$ cat config.mk
export PLATFORM = sky130hd
export DESIGN_NAME = mse_exec
export DESIGN_NICKNAME = d
export VERILOG_FILES = /design/src/mse_pkg.sv /design/src/mse_sync.sv /design/src/mse_floor_upd.sv /design/src/mse_exec.sv
export VERILOG_INCLUDE_DIRS = /design/src
export SDC_FILE = /design/constraint.sdc
export NUM_CORES = 1
export LEC_CHECK = 0
export ABC_AREA = 0
export BUFFER_PORTS_ARGS = -buffer_cell sky130_fd_sc_hd__buf_2
export CAP_MARGIN = 10
export CORE_AREA = 2 2 101 103
export DETAILED_ROUTE_END_ITERATION = 6
export DIE_AREA = 0 0 103 105
export HOLD_SLACK_MARGIN = 0.06
export PLACE_DENSITY = 0.79
export RECOVER_POWER = 100
export SLEW_MARGIN = 40
export SYNTH_ARGS = -nofsm -noshare
export SYNTH_HDL_FRONTEND = slang
export SYNTH_SLANG_ARGS = --single-unit
$ cat constraint.sdc
create_clock -name mclk -period 2.23 [get_ports mclk]
set_input_delay 0.3345 -clock mclk [delete_from_list [all_inputs] [get_ports mclk]]
set_output_delay 0.3345 -clock mclk [all_outputs]
set_load 0.005 [all_outputs]
$ cat src/mse_params.svh
`ifndef MSE_PARAMS_SVH
`define MSE_PARAMS_SVH

// special register selector codes
`define MSE_SEL_APPLICATION_STATUS_REG       4'h0
`define MSE_SEL_IPSR       4'h1
`define MSE_SEL_EPSR       4'h2
`define MSE_SEL_IEPSR      4'h3
`define MSE_SEL_IAPSR      4'h4
`define MSE_SEL_EAPSR      4'h5
`define MSE_SEL_PSR        4'h6
`define MSE_SEL_MSP        4'h7
`define MSE_SEL_PSP        4'h8
`define MSE_SEL_PRIMSK     4'h9
`define MSE_SEL_FLOOR      4'ha
`define MSE_SEL_FLOOR_CA   4'hb
`define MSE_SEL_FAULTMSK   4'hc
`define MSE_SEL_CONTROL    4'hd

// status word field positions
`define MSE_FLAGS_HI       31
`define MSE_FLAGS_LO       27
`define MSE_EXEC_MASK      32'h0700fc00
`define MSE_IPSR_MASK      32'h000001ff
`define MSE_APPLICATION_STATUS_REG_MASK      32'hf8000000

// reset value and field widths
`define MSE_PSR_RST        32'h01000000
`define MSE_FLOOR_W        8
`define MSE_CTRL_W         2

`endif

$ cat src/mse_pkg.sv
package mse_pkg;

    typedef enum logic [3:0] {
        MSE_OP_NONE  = 4'h0,
        MSE_OP_BREAKPOINT_INSTR  = 4'h1,
        MSE_OP_CPS   = 4'h2,
        MSE_OP_DMB   = 4'h3,
        MSE_OP_DSB   = 4'h4,
        MSE_OP_ISB   = 4'h5,
        MSE_OP_MRS   = 4'h6,
        MSE_OP_MSR   = 4'h7,
        MSE_OP_NOP   = 4'h8,
        MSE_OP_SEV   = 4'h9,
        MSE_OP_SVC   = 4'ha,
        MSE_OP_WFE   = 4'hb,
        MSE_OP_WFI   = 4'hc
    } mse_op_e;

    typedef enum logic [1:0] {
        MSE_ST_RUN   = 2'b00,
        MSE_ST_DRAIN = 2'b01,
        MSE_ST_SLEEP = 2'b10
    } mse_state_e;

endpackage : mse_pkg

$ cat src/mse_sync.sv
`timescale 1ns/1ns
`default_nettype none

// three-stage synchroniser; output changes once stages two and three agree
module mse_sync (
    // clock and reset
    input  wire logic mclk,
    input  wire logic resetn,
    // data
    input  wire logic din,
    output var  logic dout
);

    logic [2:0] sh_ff;
    logic [2:0] nxt_sh;
    logic       out_ff;
    logic       nxt_out;

    always_comb begin
        nxt_sh  = {sh_ff[1:0], din};
        nxt_out = (sh_ff[1] == sh_ff[2]) ? sh_ff[2] : out_ff;
    end

    always_ff @(posedge mclk or negedge resetn) begin
        if (!resetn) begin
            sh_ff  <= 3'h0;
            out_ff <= 1'b0;
        end else begin
            sh_ff  <= nxt_sh;
            out_ff <= nxt_out;
        end
    end

    assign dout = out_ff;

endmodule : mse_sync

`default_nettype wire

$ cat src/mse_floor_upd.sv
`timescale 1ns/1ns
`default_nettype none

`include "mse_params.svh"

// conditional priority-floor update for the alias write
module mse_floor_upd #(
    parameter int W = `MSE_FLOOR_W
) (
    // operands
    input  wire logic [W-1:0] cur,
    input  wire logic [W-1:0] src,
    // result
    output var  logic         take
);

    always_comb begin
        take = (src != '0) && ((cur == '0) || (src < cur));
    end

endmodule : mse_floor_upd

`default_nettype wire

$ cat src/mse_exec.sv
// Function
// RQ1: breakpoint enters debug state; immediate ignored
// RQ2: breakpoint executes even when if-then condition fails
// RQ3: mask_clear_form clears, mask_set_form sets selected i/f masks
// RQ4: unprivileged change_processor_state changes nothing
// RQ5: data_memory_barrier orders earlier accesses before later ones
// RQ6: data_memory_barrier does not stall non-memory instructions
// RQ7: nothing after data_sync_barrier executes until it completes
// RQ8: data_sync_barrier completes when all earlier accesses complete
// RQ9: instruction_sync_barrier flushes pipeline for refetch
// RQ10: move_from_special_reg copies selected special register out
// RQ11: reading floor alias returns priority floor value
// RQ12: privileged writes any special register; unprivileged only status flags (code ignores MSR to MSP and PSP)
// RQ13: unprivileged status writes ignore unallocated and execution bits
// RQ14: alias write takes nonzero source below floor, or any if floor zero
// RQ15: status write updates flags from source; others leave flags
// RQ16: no_operation has no architectural effect
// RQ17: send_event signals all processors and sets local event register
// RQ18: supervisor_call raises exception; immediate ignored
// RQ19: wait_for_event with event clear sleeps until one of four wakes
// RQ20: wait_for_event with event set clears it and continues
// RQ21: wait_for_interrupt sleeps until exception or any debug request
// RQ22: other instructions in this block leave flags unchanged
// RQ23: local event register is one bit reset to zero
`timescale 1ns/1ns
`default_nettype none

`include "mse_params.svh"

module mse_exec
    import mse_pkg::*;
#(
    parameter int FW = `MSE_FLOOR_W
) (
    // clock and reset
    input  wire logic          mclk,
    input  wire logic          resetn,
    // decoded instruction
    input  wire logic          instr_valid,
    input  wire mse_op_e       instr_op,
    input  wire logic          cond_pass,
    input  wire logic          in_it_block,
    input  wire logic          privileged,
    input  wire logic          cps_sel_i,
    input  wire logic          cps_sel_f,
    input  wire logic [3:0]    spec_sel,
    input  wire logic [31:0]   src_value,
    input  wire logic [7:0]    imm8,
    output var  logic          instr_ready,
    // memory system
    input  wire logic          mem_idle,
    input  wire logic          next_is_mem,
    output var  logic          mem_hold,
    // general register result
    output logic               rd_we,
    output logic [31:0]        rd_data,
    // core state views
    input  wire logic [31:0]   msp_value,
    input  wire logic [31:0]   psp_value,
    output logic [31:0]        psr_value,
    output logic               interrupt_priority_mask_value,
    output logic               fault_mask_a_value,
    output logic [FW-1:0]      floor_value,
    output logic [`MSE_CTRL_W-1:0] control_value,
    // exception and debug
    input  wire logic          exc_unmasked,
    input  wire logic          exc_any,
    input  wire logic          exc_new_pending,
    input  wire logic          wake_on_pending,
    input  wire logic          debug_req,
    input  wire logic          debug_en,
    input  wire logic          ext_event_pin,
    output logic               debug_enter,
    output logic               svc_raise,
    output logic               pipe_flush,
    output logic               event_out,
    output logic               sleeping,
    output logic               event_reg
);

    mse_state_e    st_ff, nxt_st;
    mse_op_e       pend_ff, nxt_pend;
    logic [31:0]   psr_ff, nxt_psr;
    logic          pm_ff, nxt_pm;
    logic          fm_ff, nxt_fm;
    logic [FW-1:0] fl_ff, nxt_fl;
    logic [`MSE_CTRL_W-1:0] ct_ff, nxt_ct;
    logic          ev_ff, nxt_ev;
    logic          rdwe_ff, nxt_rdwe;
    logic [31:0]   rd_ff, nxt_rd;
    logic          dbg_ff, nxt_dbg;
    logic          svc_ff, nxt_svc;
    logic          fl_ff2, nxt_flush;
    logic          sev_ff, nxt_sev;
    logic          ord_ff, nxt_ord;
    logic          ext_ev;
    logic          fl_take;
    logic          wake_wfe;
    logic          wake_wfi;
    logic          execs;
    logic [31:0]   wmask;

    // pin comes from outside the clock domain
    mse_sync u_ev_sync (
        .mclk   (mclk),
        .resetn (resetn),
        .din    (ext_event_pin),
        .dout   (ext_ev)
    );

    // RQ14 floor compare
    mse_floor_upd #(.W(FW)) u_floor (
        .cur  (fl_ff),
        .src  (src_value[FW-1:0]),
        .take (fl_take)
    );

    // RQ19 four wake sources
    assign wake_wfe = exc_unmasked | (exc_new_pending & wake_on_pending)
                    | (debug_req & debug_en) | ext_ev;
    // RQ21 debug wakes regardless
    assign wake_wfi = exc_any | debug_req;

    // RQ7 hold issue until done
    assign instr_ready = (st_ff == MSE_ST_RUN);
    // RQ6 only memory ops are held; issue stays open
    assign mem_hold    = ord_ff && next_is_mem;

    always_comb begin
        nxt_st    = st_ff;
        nxt_pend  = pend_ff;
        // RQ22 flags held
        nxt_psr   = psr_ff;
        nxt_pm    = pm_ff;
        nxt_fm    = fm_ff;
        nxt_fl    = fl_ff;
        nxt_ct    = ct_ff;
        nxt_ev    = ev_ff;
        nxt_rdwe  = 1'b0;
        nxt_rd    = rd_ff;
        nxt_dbg   = 1'b0;
        nxt_svc   = 1'b0;
        nxt_flush = 1'b0;
        nxt_sev   = 1'b0;
        nxt_ord   = ord_ff && !mem_idle;
        // RQ2 breakpoint ignores condition inside it block
        execs = instr_valid && instr_ready
              && (cond_pass || (instr_op == MSE_OP_BREAKPOINT_INSTR && in_it_block));
        // RQ13 unprivileged writes reach only flag bits
        wmask = privileged ? ~`MSE_IPSR_MASK : `MSE_APPLICATION_STATUS_REG_MASK;
        unique case (st_ff)
            MSE_ST_RUN: begin
                if (execs) begin
                    unique case (instr_op)
                        // RQ1 debug entry
                        MSE_OP_BREAKPOINT_INSTR: nxt_dbg = 1'b1;
                        MSE_OP_CPS: begin
                            // RQ4 privilege gate
                            if (privileged) begin
                                // RQ3 ie clears, id sets
                                if (cps_sel_i)
                                    nxt_pm = imm8[0];
                                if (cps_sel_f)
                                    nxt_fm = imm8[0];
                            end
                        end
                        // RQ5 hold later accesses
                        // set wins over the same-cycle idle clear
                        MSE_OP_DMB: nxt_ord = 1'b1;
                        // RQ8 complete on drain
                        MSE_OP_DSB: begin
                            nxt_st   = MSE_ST_DRAIN;
                            nxt_pend = MSE_OP_DSB;
                        end
                        // RQ9 flush
                        MSE_OP_ISB: nxt_flush = 1'b1;
                        MSE_OP_MRS: begin
                            // RQ10 read select
                            nxt_rdwe = 1'b1;
                            unique case (spec_sel)
                                `MSE_SEL_APPLICATION_STATUS_REG:
                                    nxt_rd = psr_ff & `MSE_APPLICATION_STATUS_REG_MASK;
                                `MSE_SEL_IPSR:
                                    nxt_rd = psr_ff & `MSE_IPSR_MASK;
                                `MSE_SEL_EPSR:
                                    nxt_rd = psr_ff & `MSE_EXEC_MASK;
                                `MSE_SEL_IEPSR:
                                    nxt_rd = psr_ff & (`MSE_IPSR_MASK
                                           | `MSE_EXEC_MASK);
                                `MSE_SEL_IAPSR:
                                    nxt_rd = psr_ff & (`MSE_IPSR_MASK
                                           | `MSE_APPLICATION_STATUS_REG_MASK);
                                `MSE_SEL_EAPSR:
                                    nxt_rd = psr_ff & (`MSE_EXEC_MASK
                                           | `MSE_APPLICATION_STATUS_REG_MASK);
                                `MSE_SEL_PSR:   nxt_rd = psr_ff;
                                `MSE_SEL_MSP:   nxt_rd = msp_value;
                                `MSE_SEL_PSP:   nxt_rd = psp_value;
                                `MSE_SEL_PRIMSK:
                                    nxt_rd = {31'h0, pm_ff};
                                // RQ11 alias reads floor
                                `MSE_SEL_FLOOR, `MSE_SEL_FLOOR_CA:
                                    nxt_rd = {{(32-FW){1'b0}}, fl_ff};
                                `MSE_SEL_FAULTMSK:
                                    nxt_rd = {31'h0, fm_ff};
                                `MSE_SEL_CONTROL:
                                    nxt_rd = {30'h0, ct_ff};
                                default: nxt_rd = 32'h0;
                            endcase
                        end
                        MSE_OP_MSR: begin
                            // RQ12 privileged writes all but MSP, PSP and ipsr bits; unprivileged status flags
                            unique case (spec_sel)
                                `MSE_SEL_APPLICATION_STATUS_REG, `MSE_SEL_IPSR,
                                `MSE_SEL_EPSR, `MSE_SEL_IEPSR,
                                `MSE_SEL_IAPSR, `MSE_SEL_EAPSR,
                                `MSE_SEL_PSR:
                                    // RQ15 flags from source
                                    nxt_psr = (psr_ff & ~wmask)
                                            | (src_value & wmask);
                                `MSE_SEL_PRIMSK:
                                    if (privileged) nxt_pm = src_value[0];
                                `MSE_SEL_FLOOR:
                                    if (privileged)
                                        nxt_fl = src_value[FW-1:0];
                                `MSE_SEL_FLOOR_CA:
                                    // RQ14 conditional update
                                    if (privileged && fl_take)
                                        nxt_fl = src_value[FW-1:0];
                                `MSE_SEL_FAULTMSK:
                                    if (privileged) nxt_fm = src_value[0];
                                `MSE_SEL_CONTROL:
                                    if (privileged)
                                        nxt_ct = src_value[`MSE_CTRL_W-1:0];
                                default: ;
                            endcase
                        end
                        // RQ16 no effect
                        MSE_OP_NOP: ;
                        // RQ17 broadcast and set event
                        MSE_OP_SEV: begin
                            nxt_sev = 1'b1;
                            nxt_ev  = 1'b1;
                        end
                        // RQ18 exception, immediate unused
                        MSE_OP_SVC: nxt_svc = 1'b1;
                        MSE_OP_WFE: begin
                            // RQ20 consume event
                            if (ev_ff)
                                nxt_ev = 1'b0;
                            else begin
                                // RQ19 suspend
                                nxt_st   = MSE_ST_SLEEP;
                                nxt_pend = MSE_OP_WFE;
                            end
                        end
                        // RQ21 suspend
                        MSE_OP_WFI: begin
                            nxt_st   = MSE_ST_SLEEP;
                            nxt_pend = MSE_OP_WFI;
                        end
                        default: ;
                    endcase
                end
            end
            MSE_ST_DRAIN: begin
                // RQ8 wait for memory idle
                if (mem_idle)
                    nxt_st = MSE_ST_RUN;
            end
            MSE_ST_SLEEP: begin
                // wake taken as event consumed so a later wfe sleeps
                if ((pend_ff == MSE_OP_WFE) ? wake_wfe : wake_wfi)
                    nxt_st = MSE_ST_RUN;
            end
            default: nxt_st = MSE_ST_RUN;
        endcase
    end

    always_ff @(posedge mclk or negedge resetn) begin
        if (!resetn) begin
            st_ff   <= MSE_ST_RUN;
            pend_ff <= MSE_OP_NONE;
            psr_ff  <= `MSE_PSR_RST;
            pm_ff   <= 1'b0;
            fm_ff   <= 1'b0;
            fl_ff   <= '0;
            ct_ff   <= '0;
            // RQ23 event clear at reset
            ev_ff   <= 1'b0;
            rdwe_ff <= 1'b0;
            rd_ff   <= 32'h0;
            dbg_ff  <= 1'b0;
            svc_ff  <= 1'b0;
            fl_ff2  <= 1'b0;
            sev_ff  <= 1'b0;
            ord_ff  <= 1'b0;
        end else begin
            st_ff   <= nxt_st;
            pend_ff <= nxt_pend;
            psr_ff  <= nxt_psr;
            pm_ff   <= nxt_pm;
            fm_ff   <= nxt_fm;
            fl_ff   <= nxt_fl;
            ct_ff   <= nxt_ct;
            ev_ff   <= nxt_ev;
            rdwe_ff <= nxt_rdwe;
            rd_ff   <= nxt_rd;
            dbg_ff  <= nxt_dbg;
            svc_ff  <= nxt_svc;
            fl_ff2  <= nxt_flush;
            sev_ff  <= nxt_sev;
            ord_ff  <= nxt_ord;
        end
    end

    assign rd_we           = rdwe_ff;
    assign rd_data         = rd_ff;
    assign psr_value       = psr_ff;
    assign interrupt_priority_mask_value   = pm_ff;
    assign fault_mask_a_value = fm_ff;
    assign floor_value     = fl_ff;
    assign control_value   = ct_ff;
    assign debug_enter     = dbg_ff;
    assign svc_raise       = svc_ff;
    assign pipe_flush      = fl_ff2;
    assign event_out       = sev_ff;
    assign sleeping        = (st_ff == MSE_ST_SLEEP);
    assign event_reg       = ev_ff;

    // RQ1 breakpoint then debug entry
    property p_breakpoint_instr_dbg;
        @(posedge mclk) disable iff (!resetn)
        (execs && instr_op == MSE_OP_BREAKPOINT_INSTR) |=> debug_enter;
    endproperty
    a_breakpoint_instr_dbg: assert property (p_breakpoint_instr_dbg) // RQ1
        else $error("breakpoint did not enter debug");

    // RQ4 unprivileged cps no mask change
    property p_cps_unpriv;
        @(posedge mclk) disable iff (!resetn)
        (execs && instr_op == MSE_OP_CPS && !privileged)
        |=> $stable(interrupt_priority_mask_value) && $stable(fault_mask_a_value);
    endproperty
    a_cps_unpriv: assert property (p_cps_unpriv) // RQ4
        else $error("unprivileged cps changed a mask");

    // RQ7 no issue while draining
    property p_dsb_hold;
        @(posedge mclk) disable iff (!resetn)
        (execs && instr_op == MSE_OP_DSB) |=> !instr_ready;
    endproperty
    a_dsb_hold: assert property (p_dsb_hold) // RQ7
        else $error("issue allowed after sync barrier");

    // RQ8 completes only with memory idle
    property p_dsb_done;
        @(posedge mclk) disable iff (!resetn)
        (st_ff == MSE_ST_DRAIN && !mem_idle) |=> !instr_ready;
    endproperty
    a_dsb_done: assert property (p_dsb_done) // RQ8
        else $error("barrier completed with memory busy");

    // RQ9 flush follows barrier
    property p_isb_flush;
        @(posedge mclk) disable iff (!resetn)
        (execs && instr_op == MSE_OP_ISB) |=> pipe_flush ##1 !pipe_flush;
    endproperty
    a_isb_flush: assert property (p_isb_flush) // RQ9
        else $error("isb flush missing or stretched");

    // RQ11 alias reads floor
    property p_alias_rd;
        @(posedge mclk) disable iff (!resetn)
        (execs && instr_op == MSE_OP_MRS && spec_sel == `MSE_SEL_FLOOR_CA)
        |=> rd_we && rd_data[FW-1:0] == $past(floor_value);
    endproperty
    a_alias_rd: assert property (p_alias_rd) // RQ11
        else $error("alias read differs from floor");

    // RQ17 send_event sets event
    property p_sev;
        @(posedge mclk) disable iff (!resetn)
        (execs && instr_op == MSE_OP_SEV) |=> event_reg && event_out;
    endproperty
    a_sev: assert property (p_sev) // RQ17
        else $error("send_event did not set event");

    // RQ20 event set: no sleep, cleared
    property p_wfe_skip;
        @(posedge mclk) disable iff (!resetn)
        (execs && instr_op == MSE_OP_WFE && event_reg)
        |=> !event_reg && !sleeping;
    endproperty
    a_wfe_skip: assert property (p_wfe_skip) // RQ20
        else $error("wfe with event set slept");

    // RQ21 debug request wakes wfi
    property p_wfi_wake;
        @(posedge mclk) disable iff (!resetn)
        (sleeping && pend_ff == MSE_OP_WFI && debug_req) |=> !sleeping;
    endproperty
    a_wfi_wake: assert property (p_wfi_wake) // RQ21
        else $error("debug request did not wake wfi");

endmodule : mse_exec

`default_nettype wire

# [Word level (Yosys, flattened, before mapping)]
# Cells that the tools add are included.
[op_classes] magnitude_cmp=1 eq_ne=42 n_mux=42 bitwise_logic=10 n_reduce_logical=29
[op_table] op="32-bit one-hot mux with 13 select lines" n=1
[op_table] op="32-bit bitwise AND" n=2
[op_table] op="4-bit == test (second input constant)" n=11
[op_table] op="4-bit by 3-bit == test with 1-bit output (second input constant)" n=8
[op_table] op="32-bit inverter" n=1
[op_table] op="32-bit bitwise OR" n=1
[op_table] op="27-bit two-way mux" n=1
[op_table] op="1-bit two-way mux" n=26
[op_table] op="4-bit by 2-bit == test with 1-bit output (second input constant)" n=4
[op_table] op="8-bit two-way mux" n=2
[op_table] op="2-bit != test (second input constant)" n=8
[op_table] op="8-bit one-hot mux with 2 select lines" n=1
[op_table] op="7-bit AND reduction" n=2
[op_table] op="2-bit one-hot mux with 3 select lines" n=2
[op_table] op="4-bit one-hot mux with 3 select lines" n=1
[op_table] op="5-bit AND reduction" n=2
[op_table] op="4-bit by 1-bit == test with 1-bit output (second input constant)" n=2
[op_table] op="8-bit zero test" n=1
[op_table] op="8-bit less-than comparator" n=1
[op_table] op="2-bit two-way mux" n=4
[op_table] op="2-bit by 1-bit != test with 1-bit output (second input constant)" n=4
[op_table] op="4-bit AND reduction" n=2
[op_table] op="8-bit nonzero test" n=1
[op_table] op="1-bit logical AND" n=7
[op_table] op="other kinds (19)" n=29
[word_totals] ff_bits=93 word_cells=141

# [Depth between registers and ports, before layout]
# Gate-level depths: netlist of the first run.
[logic_depth] depth_word=7 mapped_depth=7

# [Hierarchy]
# A second synthesis of the first run with hierarchy kept.
[unflattened] hier_cells=381 hier_area_um2=4242.8
[by_module_without_submodules] mod="mse_exec" n_inst=1 cells_each=343 area_per_inst_um2=3913.8 seq_area_each_um2=1978.1
[by_module_without_submodules] mod="mse_floor_upd" n_inst=1 cells_each=33 area_per_inst_um2=217.7 seq_area_each_um2=0.0
[by_module_without_submodules] mod="mse_sync" n_inst=1 cells_each=5 area_per_inst_um2=111.4 seq_area_each_um2=100.1

# [Least setup slack after synthesis of the first run]
# No wires, ideal clock.
[synth_path] kind="reg-to-reg" startpoint="reg fl_ff[3], in the netlist floor_value[3]" endpoint="reg fl_ff[0], in the netlist floor_value[0]" setup_time_ns=0.125 arrival_time_ns=1.789 setup_slack_ns=0.316 stages_incl_launch_ff=7 path_buffers=1 path_cell_list="dfrtp_1 or4_1 a211oi_1 o2111ai_1 o31a_1 buf_6 mux2_4"
[synth_between] elab_chain_len=6
[synth_rtl] item="from (decl)" line_no="mse_exec.sv:86" rtl="logic [FW-1:0] fl_ff, nxt_fl;"
[synth_rtl] item="from (signal assigned)" line_no="mse_exec.sv:304" rtl="fl_ff <= nxt_fl;"
[synth_rtl] item="8-bit less-than comparator / 8-bit zero test (equally long branches)" line_no="mse_floor_upd.sv:18" rtl="take = (src != '0) && ((cur == '0) || (src < cur));"
[synth_rtl] item="1-bit logical OR (*)" line_no="mse_floor_upd.sv:18"
[synth_rtl] item="1-bit logical AND (*)" line_no="mse_floor_upd.sv:18"
[synth_rtl] item="1-bit logical AND (*)" line_no="mse_exec.sv:228" rtl="if (privileged && fl_take)"
[synth_rtl] item="2-bit != test (no line) (*)"
[synth_rtl] item="6-bit AND reduction (no line) (*)"
# Every way passes the cells marked *; elsewhere a longest branch is shown, timed or not.
# A chain may end at the register's enable or synchronous reset.

# [Worst setup path in the final report of the first run]
[layout_path] startpoint="reg st_ff[0]" endpoint="reg rd_ff[20], in the netlist rd_data[20]"
[layout_between] elab_chain_len=4
[layout_rtl] item="from (decl)" line_no="mse_exec.sv:81" rtl="mse_state_e st_ff, nxt_st;"
[layout_rtl] item="from (signal assigned)" line_no="mse_exec.sv:299" rtl="st_ff <= nxt_st;"
[layout_rtl] item="2-bit zero test (*)" line_no="mse_exec.sv:125, mse_exec.sv:151"
[layout_rtl] item="1-bit logical AND" line_no="mse_exec.sv:147" rtl="execs = instr_valid && instr_ready"
[layout_rtl] item="1-bit logical AND" line_no="mse_exec.sv:148" rtl="&& (cond_pass || (instr_op == MSE_OP_BREAKPOINT_INSTR && in_it_block));"
[layout_rtl] item="3-bit AND reduction (no line) (*)"
[layout_rtl] item="to (signal assigned)" line_no="mse_exec.sv:308" rtl="rd_ff <= nxt_rd;"
[layout_rtl] item="to (decl)" line_no="mse_exec.sv:90" rtl="logic [31:0] rd_ff, nxt_rd;"
# Marks and branches as above.

==> parameters.txt, run 1 <==
Parameter                              Value

CTS
  Largest buffer count on any clock path    2
  Clock buffers created by TritonCTS    9
  Post-cts sizing count    0
  Clock slew seen by the registers of the worst setup and hold paths    around 0.08 ns
  Num Clock Sinks    a little over 80
  CTS HTree Levels    3
  Clock tree from TritonCTS    yes
  Clk Latency, worst-skew pair    between 0.3 and 0.4 ns
  Library cell used as clock root buffer    clkbuf_8

Die
  Width of the chip    between 100 and 150 um
  Placeable core area    between 0.009 and 0.01 mm^2
  Overall die area    roughly 0.011 mm^2
  Top-level port count    roughly 210
  Starting density of the core    roughly 44%
  Floorplan row count    36
  Y dimension of the die    105 um

Global route
  Number of global-route vias before repair    ~4000
  First-pass GRT wire length    approximately 19 mm
  Residual overflow from global routing    0
  GRT Overall Usage    22.59%
  Initial antenna violation count    0
  Met1 global-route usage    26.46%
  Largest net degree at the start of global routing    49
  Highest-utilization routing layer at the global route stage    met2
  Met3 layer usage reported by global route    under 10%
  Met2 GRT Util    between 30% and 40%

Finish
  Final std cell area, no fill    ~0.0055 mm^2
  Post-route core utilization    a little under three fifths
  Share of layout cells above drive strength 1    39.31%
  Synth-to-layout area growth    28.54%
  Nets    roughly 710
  Antenna Cells    0
  Post-route insts no fill    about 710

Detailed routing
  Routed wire length    about 12 mm
  ANT nets after route    0
  Total iterations of the first detailed-routing run    7
  Via Count    3805
  DRC    15
  Detail-routed net length per standard cell    around 17 um
  Via density    5.337
  Count of routing violations after the opening detailed-route iteration    ~230

Critical path
  Setup crit end kind    flip-flop
  Arrival time worst endpoint    around 2.4 ns
  CP Max Fanout    16
  Standard cell with the maximum stage delay on the critical path    a311o_2
  R2R Setup Slk    roughly 0.098 ns
  Reg2Reg Launch Point    st_ff[0]
  Startpoint kind of the worst setup timing path    flip-flop
  Endpoint of the most critical register-to-register path    rd_data[20]
  Worst R2R Path Depth    6
  Start point of the critical path    st_ff[0]
  WP data required    around 2.5 ns
  Slowest stage delay, CP    0.49 ns
  Crit Path Class    reg2reg
  Cells along the critical path    and4bb_1 -> nand3b_1 -> or2_0 -> a311o_2 -> buf_6 -> o21ai_0

Run status
  Status    finished with violations
  Failing checks    DRC

Pwr
  Tot Pwr    between 3 and 4 mW
  Worst vdd rail ir drop    approximately 0.00033 V
  Total net switching power    ~0.82 mW
  Leakage power of the design    about 2.8 nW
  Proportion of power drawn by combinational gates    14.9%
  Part of the power in registers    51.4%
  Switching part of the total    around a quarter
  Pwr/cell area    a little under 600 mW/mm^2
  Pint    ~2.4 mW
  Clk network pwr share    between 30% and 40%

Logic synthesis
  Main flop type after synthesis    dfrtp_1
  Portion of synthesized cell area occupied by the leading cell type    between 40 and 50%
  Cell area after synthesis    between 0.004 and 0.005 mm^2
  Top cells by area in the synthesized netlist    dfrtp_1 48%, mux2_2 7.4%, a222oi_1 5.0%
  Post-synth cell types    54
  Share of async-settable or async-resettable flops after synthesis    100.0%
  Count of state elements after synthesis    83
  Average size of a mapped cell    between 10 and 15 um^2
  Leading area contributor after synthesis    dfrtp_1
  Yosys Warn Count    0
  Sequential cell area fraction in the yosys report    slightly below 50%
  Number of instances in the synthesized netlist    370
  EDFF count, synth    0

STA
  Setup_tns    0 ns
  Endpoints failing hold    0
  Final setup vio count    0
  Final clock period utilization by the worst path    95.60%
  Worst-margin pin slew    ~0.90 ns
  Worst Skew    0.006280 ns
  Post-route minimum period    2.132 ns
  RSZ-0062 raised after global routing    false
  Worst slew margin    around 40%
  Peak clock frequency supported by timing    0.4691 GHz
  Final Max Slew Viols    0

Placed design
  Count of placed standard cells including taps    about 700
  Number of buffers added on ports    between 150 and 200
  Sum of net half-perimeters after detailed placement    between 9 and 10 mm
  Routability congestion estimate from global placement    ~0.84
  Cell area after placement    0.005445 mm^2

Min path
  End point of the most critical hold path    u_ev_sync.sh_ff[0]
  Hold depth    1
  Worst hold-check path type    in2reg
  Source of the worst hold timing path    ext_event_pin

Job
  Max-cap violations    0
## kinds of logic (layout without fill, tap and decap cells)
family	count (synthesis)	after routing	synth area share (%)
AO/OA/AOI/OAI	98	98	19.66
AND/OR/NAND/NOR	91	91	10.91
flip-flops	83	83	48.97
buffers and inverters	47	249	6.102
multiplexers	40	40	11.53
adder cells (fa/ha/maj)	9	9	2.535
other	1	9	0.08836
XOR/XNOR	1	1	0.2064
## worst max-delay path by stage
stage                           endpoint  cells past startpoint  slack (ns)
after floorplan           floor_value[0]                      6        0.32
after global placement    floor_value[6]                      6        0.19
after detailed placement  floor_value[4]                      6        0.18
after CTS                    rd_data[19]                      6        0.16
after global routing         rd_data[25]                      7        0.03
final                        rd_data[20]                      6         0.1
## power by group through the flow
stage          registers (mW)  logic, mW  clock network (mW)
4_1_cts                  1.66      0.517                1.12
6_report                 1.66      0.483                1.09
5_1_grt                  1.67      0.539                1.18
2_1_floorplan            1.69      0.231                   0
3_5_place_dp             1.69      0.514                   0
3_3_place_gp             1.68      0.496                   0
## layer usage
layer / share of wire [%] / vias to the layer above
met1: 39 / 1836
met2: 51 / 168
met3: 7.2 / 25
li1: - / 1776
met5: 0 / -
met4: 2.9 / 0
## layout make-up
type,count,area (um^2)
multi-input combinational,248,1863
tap,133,166.4
inverter,16,60.06
timing repair buffer,218,1094
fill,918,4184
clock buffer,13,158.9
clock inverter,2,35.03
sequential,83,2078
## what timing repair did
action	4_1_cts	5_1_grt
hold buffers	1	0
hold endpoints to repair	34	0
setup buffers	0	0
## Yosys cell counts, types with 2 or more instances
master    number
dfrtp_1       82
nand2_1       36
mux2_2        28
a222oi_1      21
o21ai_2       20
a22o_1        18
inv_1         16
buf_2         14
nor2_1        13
o21ai_0       12
a21o_1         9
buf_4          9
mux2_4         8
ha_1           7
nor3_1         7
buf_6          4
nand3_1        4
nor2b_1        4
nor4_1         4
a211oi_1       3
a31oi_1        3
and3_1         3
clkbuf_1       3
nand2b_1       3
nor4b_1        3
a221oi_1       2
a22oi_1        2
and2_1         2
maj3_1         2
mux2i_1        2
nand4_1        2
or4_1          2
## cells in the final DEF (no fill, tap or decap), drive strengths merged, types with 3 or more instances in the layout
| cell | instances |
|---|---|
| nor4 | 4 |
| a31oi | 3 |
| a21o | 9 |
| dfrtp | 82 |
| a211oi | 4 |
| nand2b | 3 |
| buf | 167 |
| nand2 | 36 |
| nor2b | 4 |
| nand3 | 5 |
| conb | 9 |
| a222oi | 21 |
| and3 | 3 |
| clkbuf | 63 |
| inv | 16 |
| o21ai | 32 |
| a22o | 18 |
| nor2 | 13 |
| ha | 7 |
| mux2 | 37 |
| nor3 | 7 |
| nor4b | 3 |
## metrics by stage
step           setup WS (ns)  hold WS, ns
6_report             0.09809      0.09181
5_1_grt              0.02754      0.07467
4_1_cts               0.1616      0.07519
3_5_place_dp          0.1846       0.3243
3_3_place_gp          0.1927       0.3157
2_1_floorplan         0.3163      0.03891
## worst max-delay path: cells and delay by family, from the launching register on
kind	cells	cell delay, ns
and+or+nand+nor	3	0.76
DFF	1	0.42
buffers and inverters	1	0.20
AOI/OAI and AO/OA	2	0.66
No activity file was read; power rests on OpenSTA's default activity.
==> run 2, diff against run 1 <==
--- a/config.mk
+++ b/config.mk
@@ -10,6 +10,7 @@
 export BUFFER_PORTS_ARGS = -buffer_cell sky130_fd_sc_hd__buf_2
 export CAP_MARGIN = 10
 export CORE_AREA = 2 2 101 103
+export CTS_BUF_LIST = sky130_fd_sc_hd__clkbuf_4 sky130_fd_sc_hd__clkbuf_8
 export DETAILED_ROUTE_END_ITERATION = 6
 export DIE_AREA = 0 0 103 105
 export HOLD_SLACK_MARGIN = 0.06
==> run 2 against run 1 <==
The run still ends with DRC left. Clock skew fell by 0.0023 ns. Cell count unchanged. Final area up 0.28%. Non-clock buffer count unchanged. Setup slack worse by 0.012 ns. Critical endpoint unchanged. Largest power group unchanged. Highest routed layer unchanged.
==> parameters.txt, run 2 (same netlist as run 1, synthesis figures left out) <==
Parameter                              Value

Run status
  Status    finished with violations
  Failing checks    DRC

Pwr
  Leakage power of the design    around 2.8 nW
  Pwr/cell area    just under 600 mW/mm^2
  Worst vdd rail ir drop    0.0003298 V

Detailed routing
  ANT nets after route    0
  Detail-routed net length per standard cell    between 15 and 20 um
  Count of routing violations after the opening detailed-route iteration    between 150 and 200
  Total iterations of the first detailed-routing run    7
  DRC    15
  Via density    5.355
  Via Count    approximately 3800
  Routed wire length    approximately 12 mm

CTS
  Num Clock Sinks    83
  Buffer count from post-CTS setup fixing    0
  Library cell used as clock root buffer    clkbuf_8
  CTS HTree Levels    3
  Clock slew seen by the registers of the worst setup and hold paths    around 0.08 ns
  Largest buffer count on any clock path    2
  Clock tree from TritonCTS    yes
  Clock buffers created by TritonCTS    9
  Clk Latency, worst-skew pair    about 0.34 ns

STA
  Endpoints failing hold    0
  Final clock period utilization by the worst path    between 90 and 100%
  Final worst setup slack    between 0.08 and 0.09 ns
  Final setup vio count    0
  Setup_tns    0 ns
  RSZ-0062 raised after global routing    false
  Final Max Slew Viols    0
  Worst Skew    around 0.004 ns
  Post-route minimum period    2.144 ns
  Peak clock frequency supported by timing    about 0.47 GHz
  Worst-margin pin slew    between 0.8 and 0.9 ns
  Worst slew margin    roughly two fifths

Placed design
  Routability congestion estimate from global placement    about 0.84
  Sum of net half-perimeters after detailed placement    slightly above 9 mm
  Count of placed standard cells including taps    about 700
  Worst setup slack after placement    between 0.15 and 0.2 ns
  Number of buffers added on ports    196
  Cell area after placement    roughly 0.0054 mm^2

Critical path
  Crit Path Class    reg2reg
  Setup crit end kind    flip-flop
  WP data required    2.49 ns
  CP Max Fanout    16
  Arrival time worst endpoint    between 2 and 2.5 ns
  Startpoint kind of the worst setup timing path    flip-flop

Global route
  Number of global-route vias before repair    4003
  First-pass GRT wire length    about 19 mm
  Largest net degree at the start of global routing    49
  Initial antenna violation count    0
  Residual overflow from global routing    0
  GRT Overall Usage    between 20 and 25%

Finish
  Most common library cell in the layout ignoring fill and taps    buf_2
  Antenna Cells    0
  Filler Cell Count    912
  Nets    712
  Synth-to-layout area growth    28.89%
  Sequential Area    ~0.0021 mm^2
  Final std cell area, no fill    0.005470 mm^2
  Share of layout cells above drive strength 1    roughly 40%
  Most frequent cells in the layout    151 x buf_2, 82 x dfrtp_1, 46 x clkbuf_1
  Multi-input gate area    0.001871 mm^2
  Post-route insts no fill    about 700

Die
  Overall die area    approximately 0.011 mm^2
  Starting density of the core    around 44%
  Y dimension of the die    105 um
  Placeable core area    0.009639 mm^2
  Width of the chip    103 um
  Top-level port count    roughly 210
  Floorplan row count    36

Job
  Max-cap violations    0

Min path
  Worst hold-check path type    in2reg
-- run 2: cell count changes in the layout (fill, tap and decap cells not counted) --
cell	change
o21ai_0	-2
o21ai_2	+2
clkbuf_4	+2
clkbuf_1	-2
-- run 2: area by class of cell --
class / count / area share [%]
clock buffer: 13 / 3.042
multi-input combinational: 248 / 34.19
clock inverter: 2 / 0.6404
tap: 133 / 3.042
sequential: 83 / 37.99
inverter: 16 / 1.098
timing repair buffer: 218 / 19.99
-- run 2: power by group --
group          switching, mW  leakage (nW)  internal, mW
sequential            0.0633          1.12          1.60
clock                  0.508         0.106         0.597
combinational          0.246          1.57         0.237
-- run 2: timing repair --
item	4_1_cts	5_1_grt
gates resized for setup	0	0
hold endpoints to repair	34	0
hold buffers	1	0
-- run 2: per-stage QoR --
step	hold WS [ns]	utilization, %	power, mW
2_1_floorplan	0.03891	-	1.916
3_3_place_gp	0.3157	56.49	2.178
3_5_place_dp	0.3243	56.49	2.203
4_1_cts	0.07806	58.68	3.317
5_1_grt	0.07487	56.75	3.410
6_report	0.09450	56.75	3.248
-- run 2: worst paths after layout --
check                                   startpoint            endpoint  slack, ns  cells past startpoint
worst max-delay path                      st_ff[0]         rd_data[20]       0.09                      6
worst min-delay path                 ext_event_pin  u_ev_sync.sh_ff[0]       0.09                      1
worst max register to register            st_ff[0]         rd_data[20]       0.09                      6
worst min register to register  u_ev_sync.sh_ff[0]  u_ev_sync.sh_ff[1]       0.36                      0
max in group asynchronous                   resetn           async pin       0.32                      3
min in group asynchronous                   resetn      floor_value[4]       0.64                      2
-- run 2: metal layers --
layer / part of all wire [%] / track usage (%) / vias to the layer above / routed length, um
met2: 51 / 38.87 / 176 / 6161
li1: - / - / 1777 / -
met1: 39 / 26.37 / 1843 / 4741
met3: 7.5 / 5.084 / 22 / 905
met5: 0 / 0 / - / 0
met4: 2.6 / 9.868 / 0 / 319
-- run 2: critical path: stages (launching register included) --
cell and delay (ns):
dfrtp_1 0.42, and4bb_1 0.36, nand3b_1 0.11, or2_0 0.30, a311o_2 0.49, buf_6 0.20, o21ai_0 0.17
